==> config.mk <==
export PLATFORM = sky130hd
export DESIGN_NAME = usb_endpoint0_control
export DESIGN_NICKNAME = d
export VERILOG_FILES = /design/src/rtl/ep0_pkg.sv /design/src/rtl/usb_endpoint0_control.sv
export VERILOG_INCLUDE_DIRS = /design/src /design/src/rtl
export SDC_FILE = /design/constraint.sdc
export NUM_CORES = 1
export LEC_CHECK = 0
export BUFFER_PORTS_ARGS = -buffer_cell sky130_fd_sc_hd__buf_2
export CAP_MARGIN = 20
export CORE_ASPECT_RATIO = 1.75
export CORE_MARGIN = 2
export CORE_UTILIZATION = 45
export CTS_CLUSTER_SIZE = 10
export DETAILED_ROUTE_END_ITERATION = 10
export PLACE_DENSITY = 0.74
export SYNTH_ARGS = -nofsm -noshare
export SYNTH_HDL_FRONTEND = slang
export SYNTH_SLANG_ARGS = --single-unit
==> constraint.sdc <==
create_clock -name CLK_I -period 3.9 [get_ports CLK_I]
set_clock_uncertainty 0.15 [all_clocks]
set_input_delay 0 -clock CLK_I [delete_from_list [all_inputs] [get_ports CLK_I]]
set_output_delay 0 -clock CLK_I [all_outputs]
set_load 0.02 [all_outputs]
==> src/rtl/ep0_params.svh <==
`ifndef EP0_PARAMS_SVH
`define EP0_PARAMS_SVH
// register offsets (byte addresses, indexed window of the controller)
`define EP0_CSR0_ADDR     8'h00
`define EP0_CSR2_ADDR     8'h04
`define EP0_IRQ_STAT_ADDR 8'h08
`define EP0_IRQ_MASK_ADDR 8'h0C
// control/status register 0 fields
`define CSR0_PING_DIS     27
`define CSR0_TGL_WREN     26
`define CSR0_TGL_STATE    25
`define CSR0_FLUSH        24
`define CSR0_SETEND_SVC   23
`define CSR0_RXRDY_SVC    22
`define CSR0_SETEND_FLAG  20
`define CSR0_TX_READY     17
`define CSR0_RX_READY     16
// host-role aliases; the first two share positions with device-role bits
`define CSR0_NAK_TMO      23
`define CSR0_STATUS_STAGE 22
`define CSR0_IN_REQUEST   21
// register 2 fields
`define CSR2_NAK_LIMIT_LSB   24
`define CSR2_SPEED_LSB    22
`define CSR2_RX_BYTE_COUNT_LSB    0
// interrupt status bits
`define IRQ_SETEND        0
`define IRQ_RXRDY         1
`define IRQ_NAKTMO        2
`define IRQ_FLUSHED       3
`define IRQ_BITS          4
`define ZERO32            32'h0000_0000
`endif

==> src/rtl/ep0_pkg.sv <==
package ep0_pkg;
   typedef enum logic [1:0] {SPD_RSVD = 2'h0, SPD_HI = 2'h1, SPD_FULL = 2'h2,
                             SPD_LOW = 2'h3} speed_e;
   typedef struct packed {
      logic        ping_disable;
      logic        toggle_write_enable;
      logic        data_toggle_state;
      logic        fifo_flush_request;
      logic        setup_end_flag;
      logic        tx_packet_ready;
      logic        rx_packet_ready;
      logic        nak_timeout_flag;
      logic        status_stage_request;
      logic        in_request;
      logic [4:0]  nak_limit;
      logic [1:0]  speed;
      logic [4:0]  nak_frames;
      logic [3:0]  irq_stat;
      logic [3:0]  irq_mask;
      logic [31:0] rdata;
   } state_s;
endpackage

==> src/rtl/usb_endpoint0_control.sv <==
`timescale 1ns/1ps
`include "ep0_params.svh"
module usb_endpoint0_control #(
   parameter int CNT_W = 7
) (
   input  wire logic              CLK_I,
   input  wire logic              RST_I,
   input  wire logic [7:0]        ADDR_I,
   input  wire logic [31:0]       WDATA_I,
   input  wire logic              WR_I,
   input  wire logic              RD_I,
   output logic      [31:0]       RDATA_O,
   output logic                   IRQ_O,
   input  wire logic              HOST_MODE_I,
   input  wire logic              SETUP_END_EVT_I,
   input  wire logic              RX_PKT_EVT_I,
   input  wire logic              TX_DONE_EVT_I,
   input  wire logic              NAK_EVT_I,
   input  wire logic              ACK_EVT_I,
   input  wire logic              FRAME_TICK_I,
   input  wire logic              TOGGLE_UPD_I,
   input  wire logic              TOGGLE_VAL_I,
   input  wire logic [CNT_W-1:0]  FIFO_COUNT_I,
   output logic                   PING_ENABLE_O,
   output logic                   TOGGLE_O,
   output logic                   TOGGLE_LOAD_O,
   output logic                   FIFO_FLUSH_O,
   output logic                   EP_HALT_O,
   output logic                   TX_GO_O,
   output logic                   IN_GO_O,
   output logic                   STATUS_STAGE_O,
   output logic [1:0]             SPEED_O
);
   // elaboration check: the read mux places the count in a seven-bit field
   if (CNT_W != 7)
   begin : g_bad_cnt_w
      $error("rx count must be 7 bits wide");
   end

   ep0_pkg::state_s st_r;
   ep0_pkg::state_s st_nxt;
   logic wr0;
   logic wr2;
   logic wrs;
   logic wrm;
   logic [3:0] ev;

   // decode a single write target
   function automatic logic hit(input logic [7:0] a, input logic [7:0] off);
      hit = (a == off);
   endfunction

   assign wr0 = WR_I && hit(ADDR_I, `EP0_CSR0_ADDR);
   assign wr2 = WR_I && hit(ADDR_I, `EP0_CSR2_ADDR);
   assign wrs = WR_I && hit(ADDR_I, `EP0_IRQ_STAT_ADDR);
   assign wrm = WR_I && hit(ADDR_I, `EP0_IRQ_MASK_ADDR);

   // next-state logic for the whole register block
   always_comb
   begin
      st_nxt = st_r;
      // command pulses from the previous cycle have now taken effect
      // self-clear commands
      st_nxt.toggle_write_enable = 1'b0;
      st_nxt.fifo_flush_request = 1'b0;
      if (TOGGLE_UPD_I)
         st_nxt.data_toggle_state = TOGGLE_VAL_I;
      // hardware clears tx ready and the in and status requests; ordered so a software set below beats this clear
      if (TX_DONE_EVT_I)
         st_nxt.tx_packet_ready = 1'b0;
      if (ACK_EVT_I)
      begin
         st_nxt.in_request = 1'b0;
         st_nxt.status_stage_request = 1'b0;
      end
      if (wr0)
      begin
         st_nxt.ping_disable = WDATA_I[`CSR0_PING_DIS];
         st_nxt.toggle_write_enable = WDATA_I[`CSR0_TGL_WREN];
         if (st_r.toggle_write_enable && HOST_MODE_I)
            st_nxt.data_toggle_state = WDATA_I[`CSR0_TGL_STATE];
         if (WDATA_I[`CSR0_FLUSH])
         begin
            st_nxt.fifo_flush_request = 1'b1;
            st_nxt.tx_packet_ready = 1'b0;
            st_nxt.rx_packet_ready = 1'b0;
         end
         if (WDATA_I[`CSR0_TX_READY])
            st_nxt.tx_packet_ready = 1'b1;
         if (HOST_MODE_I)
         begin
            // status stage armed with tx or in request
            if (WDATA_I[`CSR0_STATUS_STAGE])
               st_nxt.status_stage_request = 1'b1;
            if (WDATA_I[`CSR0_IN_REQUEST])
               st_nxt.in_request = 1'b1;
            // software write of zero lets the endpoint continue
            if (!WDATA_I[`CSR0_NAK_TMO])
               st_nxt.nak_timeout_flag = 1'b0;
         end
         else
         begin
            if (WDATA_I[`CSR0_SETEND_SVC])
               st_nxt.setup_end_flag = 1'b0;
            if (WDATA_I[`CSR0_RXRDY_SVC])
               st_nxt.rx_packet_ready = 1'b0;
         end
      end
      // events win over any clear in the same cycle
      if (SETUP_END_EVT_I && !HOST_MODE_I)
         st_nxt.setup_end_flag = 1'b1;
      if (RX_PKT_EVT_I)
         st_nxt.rx_packet_ready = 1'b1;
      if (!HOST_MODE_I || ACK_EVT_I || !(st_r.in_request || st_r.tx_packet_ready))
         st_nxt.nak_frames = 5'h00;
      else if (NAK_EVT_I && FRAME_TICK_I && st_r.nak_frames != 5'h1F)
         st_nxt.nak_frames = st_r.nak_frames + 5'h01;
      // limit reached sets time-out; limit of zero disables it
      if (HOST_MODE_I && NAK_EVT_I && st_r.nak_limit != 5'h00 &&
          st_r.nak_frames >= st_r.nak_limit)
         st_nxt.nak_timeout_flag = 1'b1;
      // speed field stored verbatim, reserved code kept as written
      if (wr2)
      begin
         st_nxt.nak_limit = WDATA_I[`CSR2_NAK_LIMIT_LSB +: 5];
         st_nxt.speed = WDATA_I[`CSR2_SPEED_LSB +: 2];
      end
      // sticky interrupt status, write one to clear, set wins
      ev = {st_nxt.fifo_flush_request, st_nxt.nak_timeout_flag & ~st_r.nak_timeout_flag,
            RX_PKT_EVT_I, SETUP_END_EVT_I & ~HOST_MODE_I};
      if (wrs)
         st_nxt.irq_stat = st_r.irq_stat & ~WDATA_I[`IRQ_BITS-1:0];
      st_nxt.irq_stat = st_nxt.irq_stat | ev;
      if (wrm)
         st_nxt.irq_mask = WDATA_I[`IRQ_BITS-1:0];
      // read data, one cycle after the strobe
      // unimplemented bits zero
      st_nxt.rdata = `ZERO32;
      if (RD_I)
      begin
         unique case (ADDR_I)
            `EP0_CSR0_ADDR:
            begin
               st_nxt.rdata[`CSR0_PING_DIS] = st_r.ping_disable;
               st_nxt.rdata[`CSR0_TGL_WREN] = st_r.toggle_write_enable;
               st_nxt.rdata[`CSR0_TGL_STATE] = st_r.data_toggle_state;
               st_nxt.rdata[`CSR0_FLUSH] = st_r.fifo_flush_request;
               st_nxt.rdata[`CSR0_SETEND_FLAG] = st_r.setup_end_flag;
               st_nxt.rdata[`CSR0_TX_READY] = st_r.tx_packet_ready;
               st_nxt.rdata[`CSR0_RX_READY] = st_r.rx_packet_ready;
               if (HOST_MODE_I)
               begin
                  st_nxt.rdata[`CSR0_NAK_TMO] = st_r.nak_timeout_flag;
                  st_nxt.rdata[`CSR0_STATUS_STAGE] = st_r.status_stage_request;
                  st_nxt.rdata[`CSR0_IN_REQUEST] = st_r.in_request;
               end
            end
            `EP0_CSR2_ADDR:
            begin
               st_nxt.rdata[`CSR2_NAK_LIMIT_LSB +: 5] = st_r.nak_limit;
               st_nxt.rdata[`CSR2_SPEED_LSB +: 2] = st_r.speed;
               // count only valid while rx ready
               if (st_r.rx_packet_ready)
                  st_nxt.rdata[`CSR2_RX_BYTE_COUNT_LSB +: 7] = FIFO_COUNT_I;
            end
            `EP0_IRQ_STAT_ADDR: st_nxt.rdata[`IRQ_BITS-1:0] = st_r.irq_stat;
            `EP0_IRQ_MASK_ADDR: st_nxt.rdata[`IRQ_BITS-1:0] = st_r.irq_mask;
            default: st_nxt.rdata = `ZERO32;
         endcase
      end
   end

   // single register bank
   always_ff @(posedge CLK_I or posedge RST_I)
   begin
      if (RST_I)
         st_r <= '0;
      else
         st_r <= st_nxt;
   end

   assign RDATA_O = st_r.rdata;
   assign IRQ_O = |(st_r.irq_stat & st_r.irq_mask);
   // ping only when not disabled, host role
   assign PING_ENABLE_O = HOST_MODE_I && !st_r.ping_disable;
   assign TOGGLE_O = st_r.data_toggle_state;
   assign TOGGLE_LOAD_O = st_r.toggle_write_enable;
   // pointer reset pulse to the FIFO
   assign FIFO_FLUSH_O = st_r.fifo_flush_request;
   assign EP_HALT_O = HOST_MODE_I && st_r.nak_timeout_flag;
   assign TX_GO_O = st_r.tx_packet_ready && !EP_HALT_O;
   assign IN_GO_O = HOST_MODE_I && st_r.in_request && !EP_HALT_O;
   assign STATUS_STAGE_O = HOST_MODE_I && st_r.status_stage_request &&
                           (st_r.tx_packet_ready || st_r.in_request);
   assign SPEED_O = st_r.speed;
endmodule // usb_endpoint0_control

# After elaboration in Yosys (flattened, before gate mapping)
# Cells that the tools add are included.
[word_totals]
ff_bits = 62
out_inout_bits = 43
word_cells = 95
inputBits = 60
[op_classes]
n_addsub = 1
n_bitwise = 8
n_mux = 31
eq_ne = 5
n_reduce_logical = 33
order_cmp = 1
[op_table]
columns = ["operator", "count"]
rows = [
  ["29-bit 2-to-1 mux", 1],
  ["1-bit logical AND", 18],
  ["8-bit by 4-bit equality test with 1-bit output, second input constant", 2],
  ["1-bit 2-to-1 mux", 16],
  ["4-bit case mux with 3 select lines", 1],
  ["6-bit case mux with 2 select lines", 1],
  ["5-bit 2-to-1 mux", 2],
  ["3-bit 2-to-1 mux", 3],
  ["9-bit 2-to-1 mux", 1],
  ["4-bit bitwise AND", 2],
  ["8-bit by 3-bit equality test with 1-bit output, second input constant", 1],
  ["8-bit logical NOT", 1],
  ["2-bit 2-to-1 mux", 4],
  ["2-bit nonzero test", 4],
  ["7-bit 2-to-1 mux", 1],
  ["5-bit by 1-bit adder with 5-bit output, second input constant", 1],
  ["5-bit >= comparator", 1],
  ["5-bit != test, second input constant", 1],
  ["5-bit nonzero test", 1],
  ["1-bit logical NOT", 4],
  ["4-bit 2-to-1 mux", 1],
  ["4-bit inverter", 1],
  ["4-bit OR", 1],
  ["4-bit OR reduction", 1],
  ["5 further kinds", 9],
]

# Depth between registers and ports, before layout
[depth]
ltp_word = 8
ltp_mapped = 8
depth_no_buf = 7

# Worst setup path before layout
# Ideal clock, no wire load.
[synth_timing]
path_type = "flip-flop to flip-flop"
from = "register st_r[40] (netlist bit)"
to = "register st_r[43] (netlist bit)"
setup_time_ns = 0.118
period_less_slack_ns = 1.903
required_ns = 3.632
path_stages_with_launch = 9
setup_slack_ns = 1.997
n_path_buf = 1
arrival_ns = 1.635
path_cell_list = "dfrtp_1 -> ha_1 -> and3_1 -> ha_1 -> and3b_1 -> clkbuf_1 -> nand4_1 -> xor2_1 -> nor2_1"
[synth_via]
elab_chain_len = 3
elab_cells_between_ends = 6
classes_between = "add/sub (1); eq/ne (1); mux (2); reduce/logical (2)"
[synth_rtl]
columns = ["element", "line", "text"]
rows = [
  ["start: declaration", "usb_endpoint0_control.sv:40", "ep0_pkg::state_s st_r;"],
  ["start signal: assignment", "usb_endpoint0_control.sv:179", "st_r <= st_nxt;"],
  ["5-bit by 1-bit adder with 5-bit output / 5-bit != test (equally long branches)", "usb_endpoint0_control.sv:117, usb_endpoint0_control.sv:116", ""],
  ["5-bit 2-to-1 mux / 1-bit logical AND (equally long branches)", "usb_endpoint0_control.sv:116", "else if (NAK_EVT_I && FRAME_TICK_I && st_r.nak_frames != 5'h1F)"],
  ["5-bit 2-to-1 mux / 2-bit nonzero test (equally long branches)", "--", ""],
]
# Several ways; a longest one is shown, not always the timed one. The select of a mux whose other input is x is not followed.
# A chain may end at the register's enable or synchronous reset.

==> results.ini <==
[outcome]
status = finished, final reports clean

[drt]
first_pass_iters = 4
drt-total-wl_um = 5550
ant_nets = 0
via_count = 1960
via_per_inst = 4.80
route.detailed.drc = 0
drtIter0Drc = 29
wire_per_inst_um = 13.6

[sta]
post-route-period-util = 0.646
finalMaxSlewViolations = 0
final.setup.tns_ns = 0
max_freq_mhz = 397
rsz0062_at_grt = false
final-hold-violation-count = 0
period_needed_ns = 2.52
timing.hold.ws_ns = 0.0159
setup_viol = 0

[final_layout]
layout-drive-gt1-share = 0.298
antennaDiodeCount = 0
layout.nets = 398
area_delta_synth_final_pct = 31.2
final_core_util = 0.600

[setup_path]
r2r-start = st_r[48]$_DFFE_PP0P_
reg2reg_to = st_r[54]$_DFF_PP0_
ff2ff_path_depth = 6
required_ns = 3.93
worstSetupPathType = input pin to register
worst_setup_path_start_kind = input pin
crit_fanout = 22
r2r_slack_ns = 1.48
end_kind = register
arrival_ns = 2.55

[synthesis]
synth_top_area_frac = 0.478
avgSynthCellArea_um2 = 10.6
synth_area_leaders = dfrtp_1, buf_4, mux2_2
synthTopCellsByCount = dfrtp_1, buf_4, nor2_1
synthFlopType = dfrtp_1
yosysMostFrequentCell = dfrtp_1
async_flop_share = 1.00
synth-seq-cells = 48
ys.warnings.count = 0
yosysTopAreaCell = dfrtp_1
seq_area_frac_synth = 0.478
syn_inst = 236
syn-cell-area_um2 = 2510
ys_types = 39
synth-edff-count = 0

[floorplan]
start_util = 0.457
coreArea_um2 = 5500
dieArea_um2 = 6220
rows = 36
die_h_um = 103
ios = 103
die_x_um = 60.5

[power]
power_mw = 1.03
p_sw_mw = 0.252
p_int_mw = 0.777
power_frac_comb = 0.151
ir_worst_vdd_uv = 165
clockPowerShare = 0.341
leakage_nw = 1.71
seqPwrFrac = 0.508
swShare = 0.245
power_density_nw_per_um2 = 312

[clocking]
hold_buffers = 45
cts_root_buf = clkbuf_8
cts_buffers = 5
cts-resized-gates = 0
cts_tree = built
numClockSinks = 48
cts_setup_buffers = 0
htreeDepth = 2
clock_latency_ns = 0.30
clock_tree.buffer_depth = 2
clk_pin_slew_ns = 0.08

[placed_design]
gp_congestion = 0.787
io_buffers = 69
hpwlAfterDp_um = 3780

[hold_path]
holdCritStartpoint = ADDR_I[1]
hold_end = RDATA_O[16]$_DFF_PP0_
min_path_type = input pin to register
min_path_cells = 4

[grt]
grt.total_usage = 0.192
grt_pass1_wl_um = 8920
antenna_found_initial = 0
grt_overflow_total = 0
grt_pass1_vias = 1919
grt_max_degree = 49

[run]
cap_violations = 0

==> power by group through the flow <==
stage	Clock, mW	Sequential [mW]	Combinational, mW
2_1_floorplan	0	0.530	0.0845
5_1_grt	0.377	0.525	0.170
3_5_place_dp	0	0.533	0.117
6_report	0.351	0.523	0.155
4_1_cts	0.360	0.523	0.150
3_3_place_gp	0	0.532	0.114
==> worst max-delay path: stages <==
cell and delay (ns):
dlygate4sd3_1 0.54, buf_2 0.28, nor2_1 0.22, and4_1 0.46, nand2_1 0.19, a32o_1 0.30, dlygate4sd3_1 0.56
==> state kept, by name, indices dropped and copies added (netlist names) <==
| register | cells |
|---|---|
| st_r | 25 |
| RDATA_O | 18 |
| SPEED_O | 2 |
| FIFO_FLUSH_O | 1 |
| TOGGLE_LOAD_O | 1 |
| TOGGLE_O | 1 |
==> cell usage in the layout (no fill, tap or decap), types with 6 or more instances in the layout <==
cell type / count
a22oi_1: 6
ha_1: 7
dlygate4sd3_1: 46
nor2_1: 25
conb_1: 14
o21ai_0: 8
mux2_2: 16
nand2_1: 11
and3_1: 6
inv_1: 14
dfrtp_1: 48
buf_2: 69
mux2i_1: 6
==> how the worst max path moves through the flow <==
stage / start / end / slack, ns / depth (start not counted)
after floorplan: st_r[40]$_DFFE_PP0P_ / st_r[43]$_DFFE_PP0P_ / 2.00 / 8
after global placement: st_r[40]$_DFFE_PP0P_ / st_r[43]$_DFFE_PP0P_ / 1.99 / 7
after detailed placement: st_r[40]$_DFFE_PP0P_ / st_r[43]$_DFFE_PP0P_ / 1.97 / 7
after CTS: ADDR_I[2] / st_r[56]$_DFF_PP0_ / 1.44 / 7
after global routing: ADDR_I[2] / st_r[56]$_DFF_PP0_ / 1.28 / 7
final: ADDR_I[2] / st_r[56]$_DFF_PP0_ / 1.38 / 7
==> metal layers <==
metal | GRT usage | vias to the layer above | wire, um
li1 | - | 943 | -
met1 | 0.226 | 936 | 2140
met2 | 0.334 | 67 | 3010
met3 | 0.0301 | 14 | 245
met4 | 0.0870 | 0 | 150
met5 | 0 | - | 0
==> cell families (layout without fill, tap and decap cells) <==
group / after synthesis / in the layout / synth area share
simple gates: 73 / 73 / 0.172
xor+xnor: 3 / 3 / 0.0105
compound gates: 26 / 26 / 0.0682
mux: 22 / 22 / 0.0956
fa+ha+maj: 7 / 7 / 0.0349
flops: 48 / 48 / 0.478
other cells: 1 / 14 / 0.00149
buf+inv: 56 / 139 / 0.139
==> cell type report <==
type	instances	area, um2
Clock inverter	2	35.0
Multi-Input combinational cell	145	1010
Fill cell	471	2200
Inverter	15	56.3
Tap cell	76	95.1
Sequential cell	48	1200
Timing Repair Buffer	116	826
Clock buffer	6	72.6
==> through the flow <==
stage                     area (um2)  std cells  setup slack (ns)
final                           3300        408              1.38
after global placement          2710        353              1.99
after detailed placement        2710        353              1.97
after floorplan                 2560        249              2.00
after global routing            3300        408              1.28
after CTS                       3270        406              1.44
No activity file was read; power rests on OpenSTA's default activity.
